===== src/hdl/lane_cfg_pkg.sv =====
// constants of the lane conditioning configuration register bank
package lane_cfg_pkg;
  // register offsets
  localparam logic [7:0] A1_DEEMPH_STATUS_OFS = 8'h35;
  localparam logic [7:0] A1_IDLE_THRESHOLD_OFS = 8'h36;
  localparam logic [7:0] A2_QUIET_LOAD_SENSE_OFS = 8'h39;
  localparam logic [7:0] A2_BOOST_OFS = 8'h3A;
  localparam logic [7:0] A2_SWING_OFS = 8'h3B;
  localparam logic [7:0] A2_DEEMPH_STATUS_OFS = 8'h3C;
  localparam logic [7:0] A2_IDLE_THRESHOLD_OFS = 8'h3D;
  // values after reset
  localparam logic [7:0] DEEMPH_STATUS_RST = 8'h02;
  localparam logic [7:0] IDLE_THRESHOLD_RST = 8'h00;
  localparam logic [7:0] QUIET_LOAD_SENSE_RST = 8'h00;
  localparam logic [7:0] BOOST_RST = 8'h2F;
  localparam logic [7:0] SWING_RST = 8'hAD;
  // field positions
  localparam int PRESENCE_BIT = 7;
  localparam int RATE_STATE_HI = 6;
  localparam int RATE_STATE_LO = 5;
  localparam int DEEMPH_RSV_HI = 4;
  localparam int DEEMPH_LEVEL_HI = 2;
  localparam int RELEASE_THR_HI = 3;
  localparam int RELEASE_THR_LO = 2;
  localparam int ENTRY_THR_HI = 1;
  localparam int AUTO_QUIET_BIT = 5;
  localparam int QUIET_FORCE_BIT = 4;
  localparam int LOAD_MODE_HI = 3;
  localparam int LOAD_MODE_LO = 2;
  localparam int SHORT_PROT_BIT = 7;
  localparam int RATE_SEL_BIT = 6;
  localparam int SWING_LEVEL_HI = 2;
  // writable mask of the mixed de-emphasis and status registers
  localparam logic [7:0] DEEMPH_WR_MASK = 8'h1F;
  // load sense mode codes
  typedef enum logic [1:0] {
    LOAD_HIGH_Z = 2'h0,
    LOAD_DETECT_LIMITED = 2'h1,
    LOAD_DETECT_ENDLESS = 2'h2,
    LOAD_FIXED_50 = 2'h3
  } load_mode_t;
  // rate detect state codes
  localparam logic [1:0] RATE_FIRST_GEN = 2'h0;
  localparam logic [1:0] RATE_SECOND_GEN = 2'h1;
  localparam logic [1:0] RATE_THIRD_GEN = 2'h3;
  // receiver test timing
  localparam int unsigned CLK_FREQ_KHZ = 200000;
  localparam int unsigned RETRY_PERIOD_MS = 12;
  localparam int unsigned RETRY_WINDOW_MS = 600;
  localparam int unsigned RETRY_PERIOD_CYCLES = RETRY_PERIOD_MS * CLK_FREQ_KHZ;
  localparam int unsigned ATTEMPT_LIMIT = RETRY_WINDOW_MS / RETRY_PERIOD_MS;
  localparam int PERIOD_CNT_W = 22;
  localparam int ATTEMPT_W = 6;
endpackage : lane_cfg_pkg


===== src/hdl/load_sense_seq.sv =====
// receiver presence test sequencer for one output
`timescale 1ns/1ps
module load_sense_seq
  import lane_cfg_pkg::*;
#(
  parameter int unsigned RETRY_CYC = RETRY_PERIOD_CYCLES
) (
  input wire logic clk,
  input wire logic reset,
  input wire lane_cfg_pkg::load_mode_t mode,
  input wire logic rx_sense,
  output logic test_strobe,
  output logic detected,
  output logic term_50
);
  import lane_cfg_pkg::*;

  typedef enum logic [1:0] {SEQ_OFF, SEQ_WAIT, SEQ_FOUND, SEQ_GIVEUP} seq_state_t;

  seq_state_t state_q;
  seq_state_t state_d;
  load_mode_t mode_q;
  logic [PERIOD_CNT_W-1:0] cnt_q;
  logic [ATTEMPT_W-1:0] tries_q;
  logic restart;
  logic detecting;
  logic last_try;

  // a new mode restarts the whole test schedule
  assign restart = (mode != mode_q);
  assign detecting = (mode == LOAD_DETECT_LIMITED) || (mode == LOAD_DETECT_ENDLESS);
  assign test_strobe = (state_q == SEQ_WAIT) && !restart && (cnt_q == '0);
  assign last_try = (mode == LOAD_DETECT_LIMITED) &&
                    (tries_q == ATTEMPT_W'(ATTEMPT_LIMIT - 1));

  // next state of the schedule
  always_comb begin
    state_d = state_q;
    if (restart) begin
      state_d = detecting ? SEQ_WAIT : SEQ_OFF;
    end else if (test_strobe) begin
      if (rx_sense) begin
        state_d = SEQ_FOUND;
      end else if (last_try) begin
        state_d = SEQ_GIVEUP;
      end
    end
  end

  // first test right on entry, then once a period
  always_ff @(posedge clk) begin
    if (reset) begin
      state_q <= SEQ_OFF;
      mode_q <= LOAD_HIGH_Z;
      cnt_q <= '0;
      tries_q <= '0;
    end else begin
      state_q <= state_d;
      mode_q <= mode;
      if (restart) begin
        cnt_q <= '0;
        tries_q <= '0;
      end else if (test_strobe) begin
        cnt_q <= PERIOD_CNT_W'(RETRY_CYC - 1);
        tries_q <= tries_q + ATTEMPT_W'(1);
      end else if (cnt_q != '0) begin
        cnt_q <= cnt_q - PERIOD_CNT_W'(1);
      end
    end
  end

  // outside fixed 50 ohm mode, termination stays high impedance until a receiver is found
  assign detected = (state_q == SEQ_FOUND) && !restart;
  assign term_50 = (mode == LOAD_FIXED_50) || detected;

  // helper: cycles since the previous test
  logic [PERIOD_CNT_W-1:0] gap_q;
  logic seen_q;
  always_ff @(posedge clk) begin
    if (reset || restart) begin
      gap_q <= '0;
      seen_q <= 1'b0;
    end else if (test_strobe) begin
      gap_q <= '0;
      seen_q <= 1'b1;
    end else begin
      gap_q <= gap_q + PERIOD_CNT_W'(1);
    end
  end

  test_spacing_a: assert property (
    @(posedge clk) disable iff (reset)
    test_strobe && seen_q |-> gap_q == PERIOD_CNT_W'(RETRY_CYC - 1))
    else $error("receiver tests not one period apart");
  attempt_limit_a: assert property (
    @(posedge clk) disable iff (reset)
    mode == LOAD_DETECT_LIMITED && !restart |-> tries_q <= ATTEMPT_W'(ATTEMPT_LIMIT))
    else $error("limited detection exceeded its attempts");
  endless_retry_a: assert property (
    @(posedge clk) disable iff (reset)
    mode == LOAD_DETECT_ENDLESS && state_q == SEQ_GIVEUP |-> restart)
    else $error("endless detection gave up");
  found_term_a: assert property (
    @(posedge clk) disable iff (reset)
    test_strobe && rx_sense ##1 !restart |-> term_50 && detected)
    else $error("detection did not switch termination");
  found_c: cover property (@(posedge clk) disable iff (reset) test_strobe && rx_sense);
  giveup_c: cover property (@(posedge clk) disable iff (reset) test_strobe && last_try);
endmodule : load_sense_seq


===== src/hdl/lane_conditioning_config_regs.sv =====
// configuration and observation registers of channels a1 and a2
`timescale 1ns/1ps
// Behaviour
// bit 7 reads receiver detected; register resets 0x02
// bits 6:5 report detected rate generation
// bits 2:0 select de-emphasis, default 010
// software keeps swing bits 5:3 at 101
// bits 3:2 select idle release threshold
// bits 1:0 select idle entry threshold
// threshold register fields override threshold pin
// auto quiet enable selects automatic idle detect
// quiet force mutes output when automatic off
// quiet bits override otherwise applied idle control
// mode 00 high impedance, 11 fixed 50 ohm
// mode 01 tests every 12 ms, 50 tries
// mode 10 tests every 12 ms until found
// load sense field overrides receiver detect strap
// boost level is 8 bits, resets 0x2F
// swing bit 7 controls short protection, default set
// rate select bit overrides mode strap pin
// swing level bits 2:0, default 101
// software writes zero to other reserved bits
// writes to status bits are ignored
module lane_conditioning_config_regs
  import lane_cfg_pkg::*;
#(
  parameter int unsigned RETRY_CYC = RETRY_PERIOD_CYCLES
) (
  // clock and reset
  input wire logic SYS_CLK,
  input wire logic RESET,
  // register access port
  input wire logic [7:0] REG_ADDR,
  input wire logic [7:0] REG_WDATA,
  input wire logic REG_WRITE,
  input wire logic REG_READ,
  output logic [7:0] REG_RDATA,
  // strap pins
  input wire logic [3:0] SIGNAL_THRESHOLD_PIN,
  input wire lane_cfg_pkg::load_mode_t LOAD_SENSE_PIN,
  input wire logic RATE_SELECT_PIN,
  input wire logic IDLE_CONTROL_PIN,
  // analog observation
  input wire logic A1_RX_PRESENT,
  input wire logic [1:0] A1_RATE_STATE,
  input wire logic A2_IDLE_SENSED,
  input wire logic A2_RX_SENSE,
  input wire logic [1:0] A2_RATE_STATE,
  // channel a1 controls
  output logic [2:0] A1_DEEMPH_LEVEL,
  output logic [1:0] A1_RELEASE_THR,
  output logic [1:0] A1_ENTRY_THR,
  // channel a2 controls
  output logic [7:0] A2_BOOST_LEVEL,
  output logic [2:0] A2_SWING_LEVEL,
  output logic A2_SHORT_PROTECT,
  output logic A2_RATE_SELECT,
  output logic [2:0] A2_DEEMPH_LEVEL,
  output logic [1:0] A2_RELEASE_THR,
  output logic [1:0] A2_ENTRY_THR,
  output logic A2_OUTPUT_MUTE,
  output logic A2_TERM_50,
  output logic A2_DETECT_PULSE
);
  import lane_cfg_pkg::*;

  // stored register bytes; status bits are not stored
  logic [7:0] a1_dem_q;
  logic [7:0] a1_thr_q;
  logic [7:0] a2_quiet_q;
  logic [7:0] a2_boost_q;
  logic [7:0] a2_swing_q;
  logic [7:0] a2_dem_q;
  logic [7:0] a2_thr_q;
  // set on first write; until then the straps steer
  logic a1_thr_ovr_q;
  logic a2_thr_ovr_q;
  logic a2_quiet_ovr_q;
  logic a2_rate_ovr_q;
  // straps caught while reset is held
  logic [3:0] strap_thr_q;
  load_mode_t strap_load_q;
  logic strap_rate_q;
  logic strap_idle_q;

  // address decode
  logic wr_a1_dem;
  logic wr_a1_thr;
  logic wr_a2_quiet;
  logic wr_a2_boost;
  logic wr_a2_swing;
  logic wr_a2_dem;
  logic wr_a2_thr;
  assign wr_a1_dem = REG_WRITE && (REG_ADDR == A1_DEEMPH_STATUS_OFS);
  assign wr_a1_thr = REG_WRITE && (REG_ADDR == A1_IDLE_THRESHOLD_OFS);
  assign wr_a2_quiet = REG_WRITE && (REG_ADDR == A2_QUIET_LOAD_SENSE_OFS);
  assign wr_a2_boost = REG_WRITE && (REG_ADDR == A2_BOOST_OFS);
  assign wr_a2_swing = REG_WRITE && (REG_ADDR == A2_SWING_OFS);
  assign wr_a2_dem = REG_WRITE && (REG_ADDR == A2_DEEMPH_STATUS_OFS);
  assign wr_a2_thr = REG_WRITE && (REG_ADDR == A2_IDLE_THRESHOLD_OFS);

  // sync reset; straps are sampled on every clock edge while reset is held
  always_ff @(posedge SYS_CLK) begin
    if (RESET) begin
      strap_thr_q <= SIGNAL_THRESHOLD_PIN;
      strap_load_q <= LOAD_SENSE_PIN;
      strap_rate_q <= RATE_SELECT_PIN;
      strap_idle_q <= IDLE_CONTROL_PIN;
    end
  end

  // register bytes; reserved bits are kept as written
  always_ff @(posedge SYS_CLK) begin
    if (RESET) begin
      a1_dem_q <= DEEMPH_STATUS_RST & DEEMPH_WR_MASK;
      a1_thr_q <= IDLE_THRESHOLD_RST;
      a2_quiet_q <= QUIET_LOAD_SENSE_RST;
      a2_boost_q <= BOOST_RST;
      a2_swing_q <= SWING_RST;
      a2_dem_q <= DEEMPH_STATUS_RST & DEEMPH_WR_MASK;
      a2_thr_q <= IDLE_THRESHOLD_RST;
    end else begin
      if (wr_a1_dem) a1_dem_q <= REG_WDATA & DEEMPH_WR_MASK;
      if (wr_a1_thr) a1_thr_q <= REG_WDATA;
      if (wr_a2_quiet) a2_quiet_q <= REG_WDATA;
      if (wr_a2_boost) a2_boost_q <= REG_WDATA;
      if (wr_a2_swing) a2_swing_q <= REG_WDATA;
      if (wr_a2_dem) a2_dem_q <= REG_WDATA & DEEMPH_WR_MASK;
      if (wr_a2_thr) a2_thr_q <= REG_WDATA;
    end
  end

  // override flags; once software writes, the strap no longer counts
  always_ff @(posedge SYS_CLK) begin
    if (RESET) begin
      a1_thr_ovr_q <= 1'b0;
      a2_thr_ovr_q <= 1'b0;
      a2_quiet_ovr_q <= 1'b0;
      a2_rate_ovr_q <= 1'b0;
    end else begin
      a1_thr_ovr_q <= a1_thr_ovr_q | wr_a1_thr;
      a2_thr_ovr_q <= a2_thr_ovr_q | wr_a2_thr;
      a2_quiet_ovr_q <= a2_quiet_ovr_q | wr_a2_quiet;
      a2_rate_ovr_q <= a2_rate_ovr_q | wr_a2_swing;
    end
  end

  // effective settings after the register-over-strap choice
  logic [1:0] a1_rel_eff;
  logic [1:0] a1_ent_eff;
  logic [1:0] a2_rel_eff;
  logic [1:0] a2_ent_eff;
  logic a2_rate_eff;
  load_mode_t load_mode_eff;
  logic auto_quiet;
  logic quiet_force;
  logic mute_eff;
  assign a1_rel_eff = a1_thr_ovr_q ? a1_thr_q[RELEASE_THR_HI:RELEASE_THR_LO]
                                   : strap_thr_q[RELEASE_THR_HI:RELEASE_THR_LO];
  assign a1_ent_eff = a1_thr_ovr_q ? a1_thr_q[ENTRY_THR_HI:0]
                                   : strap_thr_q[ENTRY_THR_HI:0];
  assign a2_rel_eff = a2_thr_ovr_q ? a2_thr_q[RELEASE_THR_HI:RELEASE_THR_LO]
                                   : strap_thr_q[RELEASE_THR_HI:RELEASE_THR_LO];
  assign a2_ent_eff = a2_thr_ovr_q ? a2_thr_q[ENTRY_THR_HI:0]
                                   : strap_thr_q[ENTRY_THR_HI:0];
  assign a2_rate_eff = a2_rate_ovr_q ? a2_swing_q[RATE_SEL_BIT] : strap_rate_q;
  assign load_mode_eff = a2_quiet_ovr_q ? load_mode_t'(a2_quiet_q[LOAD_MODE_HI:LOAD_MODE_LO])
                                        : strap_load_q;
  // idle pin high means automatic detect, low keeps the output on
  assign auto_quiet = a2_quiet_ovr_q ? a2_quiet_q[AUTO_QUIET_BIT] : strap_idle_q;
  assign quiet_force = a2_quiet_ovr_q && a2_quiet_q[QUIET_FORCE_BIT];
  assign mute_eff = auto_quiet ? A2_IDLE_SENSED : quiet_force;

  // receiver presence test of the a2 output
  logic a2_detected;
  logic a2_term;
  logic a2_strobe;
  load_sense_seq #(
    .RETRY_CYC(RETRY_CYC)
  ) u_load_sense (
    .clk(SYS_CLK),
    .reset(RESET),
    .mode(load_mode_eff),
    .rx_sense(A2_RX_SENSE),
    .test_strobe(a2_strobe),
    .detected(a2_detected),
    .term_50(a2_term)
  );
  // the strobe is a handshake toward the analog test, so it is left combinational
  assign A2_DETECT_PULSE = a2_strobe;

  // read data composition; status bits are live observations
  logic [7:0] a1_dem_rd;
  logic [7:0] a2_dem_rd;
  logic [7:0] rd_mux;
  assign a1_dem_rd = {A1_RX_PRESENT, A1_RATE_STATE, a1_dem_q[DEEMPH_RSV_HI:0]};
  assign a2_dem_rd = {a2_detected, A2_RATE_STATE, a2_dem_q[DEEMPH_RSV_HI:0]};
  always_comb begin
    unique case (REG_ADDR)
      A1_DEEMPH_STATUS_OFS: rd_mux = a1_dem_rd;
      A1_IDLE_THRESHOLD_OFS: rd_mux = a1_thr_q;
      A2_QUIET_LOAD_SENSE_OFS: rd_mux = a2_quiet_q;
      A2_BOOST_OFS: rd_mux = a2_boost_q;
      A2_SWING_OFS: rd_mux = a2_swing_q;
      A2_DEEMPH_STATUS_OFS: rd_mux = a2_dem_rd;
      A2_IDLE_THRESHOLD_OFS: rd_mux = a2_thr_q;
      default: rd_mux = 8'h00; // unmapped addresses read zero
    endcase
  end

  // read data holds until the next read
  always_ff @(posedge SYS_CLK) begin
    if (RESET) begin
      REG_RDATA <= 8'h00;
    end else if (REG_READ) begin
      REG_RDATA <= rd_mux;
    end
  end

  // control outputs; one flop stage keeps the analog side glitch free
  always_ff @(posedge SYS_CLK) begin
    if (RESET) begin
      A1_DEEMPH_LEVEL <= DEEMPH_STATUS_RST[DEEMPH_LEVEL_HI:0];
      A1_RELEASE_THR <= 2'h0;
      A1_ENTRY_THR <= 2'h0;
      A2_BOOST_LEVEL <= BOOST_RST;
      A2_SWING_LEVEL <= SWING_RST[SWING_LEVEL_HI:0];
      A2_SHORT_PROTECT <= SWING_RST[SHORT_PROT_BIT];
      A2_RATE_SELECT <= SWING_RST[RATE_SEL_BIT];
      A2_DEEMPH_LEVEL <= DEEMPH_STATUS_RST[DEEMPH_LEVEL_HI:0];
      A2_RELEASE_THR <= 2'h0;
      A2_ENTRY_THR <= 2'h0;
      A2_OUTPUT_MUTE <= 1'b0;
      A2_TERM_50 <= 1'b0;
    end else begin
      A1_DEEMPH_LEVEL <= a1_dem_q[DEEMPH_LEVEL_HI:0];
      A1_RELEASE_THR <= a1_rel_eff;
      A1_ENTRY_THR <= a1_ent_eff;
      A2_BOOST_LEVEL <= a2_boost_q;
      A2_SWING_LEVEL <= a2_swing_q[SWING_LEVEL_HI:0];
      A2_SHORT_PROTECT <= a2_swing_q[SHORT_PROT_BIT];
      A2_RATE_SELECT <= a2_rate_eff;
      A2_DEEMPH_LEVEL <= a2_dem_q[DEEMPH_LEVEL_HI:0];
      A2_RELEASE_THR <= a2_rel_eff;
      A2_ENTRY_THR <= a2_ent_eff;
      A2_OUTPUT_MUTE <= mute_eff;
      A2_TERM_50 <= a2_term;
    end
  end

  // checks
  status_write_a: assert property (
    @(posedge SYS_CLK) disable iff (RESET)
    REG_WRITE && REG_ADDR == A2_DEEMPH_STATUS_OFS ##1 REG_READ &&
    REG_ADDR == A2_DEEMPH_STATUS_OFS |=> REG_RDATA[DEEMPH_RSV_HI:0] ==
    $past(REG_WDATA[DEEMPH_RSV_HI:0], 2) && REG_RDATA[PRESENCE_BIT] == $past(a2_detected))
    else $error("status bits took written data");
  rate_readback_a: assert property (
    @(posedge SYS_CLK) disable iff (RESET)
    REG_READ && REG_ADDR == A1_DEEMPH_STATUS_OFS |=>
    REG_RDATA[RATE_STATE_HI:RATE_STATE_LO] == $past(A1_RATE_STATE))
    else $error("rate state not reported");
  deemph_reset_a: assert property (
    @(posedge SYS_CLK)
    RESET ##1 !RESET && REG_READ && REG_ADDR == A1_DEEMPH_STATUS_OFS && !A1_RX_PRESENT &&
    A1_RATE_STATE == 2'h0 |=> REG_RDATA == DEEMPH_STATUS_RST)
    else $error("de-emphasis register reset value wrong");
  boost_reset_a: assert property (
    @(posedge SYS_CLK)
    RESET |=> A2_BOOST_LEVEL == BOOST_RST && A2_SWING_LEVEL == SWING_RST[SWING_LEVEL_HI:0] &&
    A2_SHORT_PROTECT)
    else $error("boost or swing reset value wrong");
  threshold_ovr_a: assert property (
    @(posedge SYS_CLK) disable iff (RESET)
    wr_a2_thr ##1 !wr_a2_thr |=> A2_RELEASE_THR == $past(REG_WDATA[RELEASE_THR_HI:2], 2) &&
    A2_ENTRY_THR == $past(REG_WDATA[ENTRY_THR_HI:0], 2))
    else $error("threshold write did not override pin");
  force_mute_a: assert property (
    @(posedge SYS_CLK) disable iff (RESET)
    a2_quiet_ovr_q && !a2_quiet_q[AUTO_QUIET_BIT] |=>
    A2_OUTPUT_MUTE == $past(a2_quiet_q[QUIET_FORCE_BIT]))
    else $error("quiet force not applied");
  auto_mute_a: assert property (
    @(posedge SYS_CLK) disable iff (RESET)
    a2_quiet_ovr_q && a2_quiet_q[AUTO_QUIET_BIT] |=> A2_OUTPUT_MUTE == $past(A2_IDLE_SENSED))
    else $error("automatic idle not followed");
  load_mode_ovr_a: assert property (
    @(posedge SYS_CLK) disable iff (RESET)
    a2_quiet_ovr_q && a2_quiet_q[LOAD_MODE_HI:LOAD_MODE_LO] == 2'h0 |=> !A2_TERM_50)
    else $error("high impedance mode terminated");
  rate_ovr_a: assert property (
    @(posedge SYS_CLK) disable iff (RESET)
    wr_a2_swing |=> ##1 A2_RATE_SELECT == $past(REG_WDATA[RATE_SEL_BIT], 2))
    else $error("rate select did not override strap");
  quiet_write_c: cover property (@(posedge SYS_CLK) disable iff (RESET) wr_a2_quiet);
  muted_c: cover property (@(posedge SYS_CLK) disable iff (RESET) A2_OUTPUT_MUTE);
  detect_c: cover property (@(posedge SYS_CLK) disable iff (RESET) $rose(a2_detected));
endmodule : lane_conditioning_config_regs


===== config.mk =====
export PLATFORM = sky130hd
export DESIGN_NAME = lane_conditioning_config_regs
export DESIGN_NICKNAME = d
export VERILOG_FILES = /design/src/hdl/lane_cfg_pkg.sv /design/src/hdl/load_sense_seq.sv /design/src/hdl/lane_conditioning_config_regs.sv
export SDC_FILE = /design/constraint.sdc
export NUM_CORES = 1
export LEC_CHECK = 0
export BUFFER_PORTS_ARGS = -buffer_cell sky130_fd_sc_hd__buf_2
export CAP_MARGIN = 10
export CORE_UTILIZATION = 55
export DETAILED_ROUTE_END_ITERATION = 12
export PLACE_DENSITY = 0.78
export SLEW_MARGIN = 5
export SYNTH_ARGS = -nofsm -noshare
export SYNTH_HDL_FRONTEND = slang
export SYNTH_HIERARCHICAL = 1
export SYNTH_SLANG_ARGS = --single-unit

===== constraint.sdc =====
create_clock -name SYS_CLK -period 5.3 [get_ports SYS_CLK]
set_clock_uncertainty 0.2 [all_clocks]
set_input_delay 0 -clock SYS_CLK [delete_from_list [all_inputs] [get_ports SYS_CLK]]
set_output_delay 0 -clock SYS_CLK [all_outputs]
set_load 0.005 [all_outputs]

Word level (Yosys, flattened, before mapping). Index checks and enable logic that the tools add are counted.

Register bits after elaboration: 131. Input port bits: 35. Output and inout bits: 38.

Add/sub/neg operators: 2. Equality and inequality tests: 14. Mux-type cells: 16. Bitwise logic cells: 4. Reductions and logical operators: 23.

Operators with widths (count): 8-bit by 6-bit == test with 1-bit output, second input constant (7); 8-bit one-hot mux with 7 select lines (1); 22-bit 2-to-1 mux (2); 22-bit zero test (1); 22-bit nonzero test (1); 22-bit by 1-bit subtractor with 22-bit output, second input constant (1); 2-bit 2-to-1 mux (9); 1-bit logical AND (12); 6-bit by 1-bit adder with 6-bit output, second input constant (1); 2-bit == test, second input constant (3); 6-bit == test, second input constant (1); 2-bit by 1-bit == test with 1-bit output, second input constant (2); 1-bit 2-to-1 mux (4); 1-bit bitwise OR (4); 2-bit nonzero test (2); 3-bit nonzero test (1); 3-bit OR reduction (1); 1-bit logical OR (2); 2-bit != test (1); 2-bit AND reduction (1); 2-bit OR reduction (1); 1-bit zero test (1).

Longest topological paths before layout.
Word-level depth: 7. Gate-level depth with buffers: 8.

By module. The synthesis kept the hierarchy.

Modules (own cells, without submodules): lane_conditioning_config_regs (times used 1, cells each 385, area an instance 3907.5 um^2); load_sense_seq (times used 1, cells each 196, area an instance 1697.9 um^2).

Worst setup path before layout. OpenSTA, ideal clock, no wires.

Path type: reg-to-reg. From: register a2_quiet_ovr_q. To: register u_load_sense.tries_q[5]. Library setup time: 71 ps. Arrival time: 2309 ps. Required time: 5029 ps. Path slack: 2721 ps. Cell stages (with the launch flop): 8. Period minus slack after synthesis: 2579 ps. Cells stage by stage: dfxtp_1 > mux2_2 > xnor2_1 > nand4b_1 > or4_4 > buf_6 > or4_1 > a21oi_1.

Longest elaborated chain between the ends: 5. Elaborated cells between the ends (all ways): 6. Classes of those cells: eq/ne (1); mux (1); reduce/logical (4).

RTL lines: from (decl) (RTL line lane_conditioning_config_regs.sv:78) `logic a2_quiet_ovr_q;`; from (signal assigned) (RTL line lane_conditioning_config_regs.sv:143) `a2_quiet_ovr_q <= a2_quiet_ovr_q | wr_a2_quiet;`; 2-bit 2-to-1 mux (*) (RTL line lane_conditioning_config_regs.sv:167) `assign load_mode_eff = a2_quiet_ovr_q ? load_mode_t'(a2_quiet_q[LOAD_MODE_HI:LOAD_MODE_LO])`; named net load_mode_eff[1] (RTL line lane_conditioning_config_regs.sv:154) `load_mode_t load_mode_eff;`; 2-bit != test (*) (RTL line load_sense_seq.sv:30) `assign restart = (mode != mode_q);`; 1-bit zero test (RTL line load_sense_seq.sv:32) `assign test_strobe = (state_q == SEQ_WAIT) && !restart && (cnt_q == '0);`; 1-bit logical AND (2 in a row) (RTL line load_sense_seq.sv:32); to (signal assigned) (RTL line load_sense_seq.sv:65) `tries_q <= tries_q + ATTEMPT_W'(1);`; to (decl) (RTL line load_sense_seq.sv:24) `logic [ATTEMPT_W-1:0] tries_q;`.

The timed path passes the listed nets; every way through them passes the cells marked *. A chain may end at the register's enable or synchronous reset.

Final worst setup path.
From: input port REG_ADDR[2]. To: register a2_boost_q[6].

Longest elaborated chain between the ends: 2.

RTL lines: from (decl) (RTL line lane_conditioning_config_regs.sv:33) `input wire logic [7:0] REG_ADDR,`; 8-bit by 6-bit == test with 1-bit output (RTL line lane_conditioning_config_regs.sv:97) `assign wr_a2_boost = REG_WRITE && (REG_ADDR == A2_BOOST_OFS);`; 1-bit logical AND (RTL line lane_conditioning_config_regs.sv:97); to (signal assigned) (RTL line lane_conditioning_config_regs.sv:118) `a2_boost_q <= BOOST_RST;`; to (signal assigned) (RTL line lane_conditioning_config_regs.sv:126) `if (wr_a2_boost) a2_boost_q <= REG_WDATA;`; to (decl) (RTL line lane_conditioning_config_regs.sv:71) `logic [7:0] a2_boost_q;`.

No other way between the ends.

==> results_dict.tcl <==
set metrics [dict create \
    status "complete, no violations" \
    cts_root_buffer "clkbuf_8" \
    slew_viol_final 0 \
    finalSetupViolations 0 \
    synth-edff-count 8 \
    hpwl_um 8910 \
    p_leak_nw 2.66 \
    nNetsFinal 719 \
    yosysSeqAreaShare_pct 48.2 \
    r2r-start "a2_quiet_ovr_q" \
    cts_sinks 131 \
    drive_above_1_share_pct 20.5 \
    design.core.area_mm2 0.00982 \
    cts_tree "yes" \
    grt_overflow_total 0 \
    grt_pass1_vias 4654 \
    vias_per_cell 5.75 \
    yosysWarningCount 6 \
    finalSetupTns_ns 0 \
    cts_resized 0 \
    yosys.area_share.simple_pct 21.6 \
    worstHoldPathCells 3 \
    min_to "a2_thr_q[3]" \
    synthArstFlopShare_pct 0 \
    cp.arrival_ns 3.43 \
    grtUsageTotal_pct 28.0 \
    clk_latency_ns 0.53 \
    rows 36 \
    synth_compound_area_share_pct 13.3 \
    drc_errors 0 \
    synthXorXnorAreaFrac_pct 1.41 \
    hold_viol 0 \
    worstSetupStartpointType "input port" \
    critPathBufInv 4 \
    dieArea_mm2 0.0106 \
    hp-class "input port to flip-flop" \
    cap_violations 0 \
    via_count 4744 \
    whs_ns 0.0124 \
    gp_congestion 0.875 \
    slowest_stage "nor2b_1" \
    diodes 0 \
    die_x_um 103 \
    syn2layout_area_growth_pct 24.7 \
    antenna_left 0 \
    rr_worst_depth 7 \
    timing.final.crit_share_pct 59.5 \
    reg2reg_to "u_load_sense/cnt_q[18]" \
    cp.required_ns 5.57 \
    firstDrtPassIters 5 \
    synth_mux_area_share_pct 10.6 \
    vdd_ir_drop_max_mv 0.589 \
    hold_start "RESET" \
    tightest_slew_ns 1.13 \
    syn_nets 621 \
    syn_inst 581 \
    relSlewSlack_pct 24.3 \
    max_freq_mhz 317 \
    crit_fanout 15 \
    wl_per_cell_um 16.7 \
    cts_buffer_depth 2 \
    cts_buffers 17 \
    period_minus_slack_ns 3.15 \
    cp.depth 9 \
    synth-seq-cells 131 \
    antenna_found_initial 0 \
    io_buffer_count 72 \
    start_util_pct 57.1 \
    cts.reportedPaths.clkPinSlew_ns 0.06 \
    rsz0062_at_grt "false" \
    htree_levels 4 \
    syn_area_mm2 0.00561 \
    slowest_delay_ns 0.69 \
    io_pins 73 \
    ys.flop_type "dfxtp_1" \
    grt_pass1_wl_um 22200 \
    cpLargestDelayFamily "buffers and inverters" \
    postSynthAreaPerCell_um2 9.65 \
    cp_cell_sequence "dlygate4sd3_1, buf_2, nor2b_1, nand3_4, nor2_4, nand2_1, dlygate4sd3_1, a21oi_1, dlygate4sd3_1" \
    routed_wl_um 13800 \
    crit_top_cell "dlygate4sd3_1" \
    grt_max_degree 98 \
    cp-end-kind "flip-flop" \
    synth_top_family_by_area "simple AND/OR/NAND/NOR gates" \
    drt_iter0_drc 222 \
    synthAdderAreaFrac_pct 1.12 \
    power.density_mw_per_mm2 547 \
    ff2ff_setup_slack_ns 2.19 \
    yosys.cell_types.count 61 \
    die_h_um 103 \
    critPathKind "input port to flip-flop" \
]
[worst min-delay path: stages]
cell    delay [ns]
buf_2         0.13
buf_4         0.38
nor2_1        0.18
[cell usage in the layout (no fill, tap or decap), drive strengths merged, types with 3 or more instances in the layout]
cell / n
a211o: 13
a211oi: 11
a21oi: 31
a22o: 7
a22oi: 7
a311oi: 6
a31oi: 3
and2: 3
and3: 3
buf: 74
bufinv: 3
clkbuf: 21
clkinv: 5
clkinvlp: 3
dfxtp: 123
dlygate4sd3: 39
edfxtp: 8
ha: 5
inv: 9
mux2: 11
mux2i: 47
nand2: 47
nand2b: 7
nand3: 6
nand4: 7
nor2: 72
nor2b: 28
nor3: 11
nor4: 6
o21ai: 16
o22ai: 7
or2: 11
or3: 5
or4: 4
xnor2: 4
xor2: 5
[layout make-up]
cell class,instances,area [um2]
multi-input cells,407,2690
clock buffers,21,480
inverters,9,33.8
well taps,133,166
clock inverters,11,149
fillers,762,2830
flip-flops and latches,131,2700
repair buffers,113,766
[Yosys cell counts, types with 2 or more instances]
library cell,n,area (um2)
o21ai_0,16,80.1
nand2b_1,6,37.5
nand3b_1,2,15.0
and4b_1,2,20.0
inv_1,9,33.8
and2_1,2,12.5
a31oi_1,3,18.8
nor4b_1,2,17.5
a22o_1,7,61.3
nand2_1,47,176
a211o_1,13,114
edfxtp_1,8,240
mux2_2,11,124
buf_1,3,11.3
nor2_4,3,33.8
o22ai_1,7,43.8
clkbuf_1,19,71.3
nand4_1,7,43.8
a22oi_1,7,52.6
a311oi_1,6,52.6
nand3_4,2,35.0
nor3_1,11,55.1
buf_6,4,45.0
nor2b_1,28,175
or2_2,11,68.8
or4_1,2,15.0
dfxtp_1,123,2460
and3_1,3,18.8
o31ai_1,2,15.0
nor4_2,2,25.0
a211oi_1,11,82.6
nor2_1,69,259
ha_1,5,62.6
mux2i_1,47,470
xor2_1,5,43.8
buf_2,5,25.0
a21oi_1,31,155
xnor2_1,4,35.0
nand4b_1,2,17.5
nor3b_1,2,15.0
buf_4,3,22.5
or3_1,5,31.3
nand3_1,4,20.0
nor4_1,3,18.8
[flip-flops by register name, summed over array words and instances (netlist names), 3 cells and up]
signal and count:
a1_dem_q 5, REG_RDATA 8, a2_swing_q 8, A2_DEEMPH_LEVEL 3, a2_thr_q 8, a2_dem_q 5
A1_DEEMPH_LEVEL 3, a2_quiet_q 8, u_load_sense/tries_q 6, A2_BOOST_LEVEL 8, a1_thr_q 8, A2_SWING_LEVEL 3
a2_boost_q 8, u_load_sense/cnt_q 22, strap_thr_q 4
[routing by layer]
layer,GRT usage (%),routed length (um)
met3,8.54,760
met5,0,0
met4,13.3,336
met2,47.7,7080
met1,32.2,5600
[stage by stage]
step	instance area (um2)	power [mW]	instances	setup WS, ns	util (%)
2_1_floorplan	5610	2.27	581	2.72	-
3_3_place_gp	5970	2.51	754	2.31	60.8
3_5_place_dp	5970	2.56	754	2.23	60.8
4_1_cts	6990	3.82	825	2.19	71.2
5_1_grt	6990	4.06	825	1.94	71.2
6_report	6990	3.83	825	2.15	71.2
[worst max path at each step]
stage,startpoint,endpoint,slack [ns]
2_1_floorplan,a2_quiet_ovr_q,u_load_sense/tries_q[5],2.72
3_3_place_gp,a2_quiet_ovr_q,u_load_sense/cnt_q[9],2.31
3_5_place_dp,a2_quiet_ovr_q,u_load_sense/cnt_q[18],2.23
4_1_cts,a2_quiet_ovr_q,u_load_sense/cnt_q[18],2.19
5_1_grt,a2_quiet_ovr_q,u_load_sense/cnt_q[9],1.94
6_report,REG_ADDR[2],a2_boost_q[6],2.15
[timing repair]
action | CTS | global route
endpoints found under the hold margin | 73 | 0
hold buffers | 39 | 0
buffers inserted | 0 | 0
[cells by family (layout without fill, tap and decap cells)]
logic type / count (synthesis) / in the layout
adder cells (fa/ha/maj): 5 / 5
AND/OR/NAND/NOR: 224 / 224
flip-flops: 131 / 131
multiplexers: 58 / 58
buffers and inverters: 43 / 154
XOR/XNOR: 9 / 9
AO/OA/AOI/OAI: 111 / 111
[report_power, final]
group / switching, mW / internal (mW)
Combinational: 0.887 / 0.556
Clock: 0.437 / 0.783
Sequential: 0.0908 / 1.07
Power figures use the tool's default switching activity.
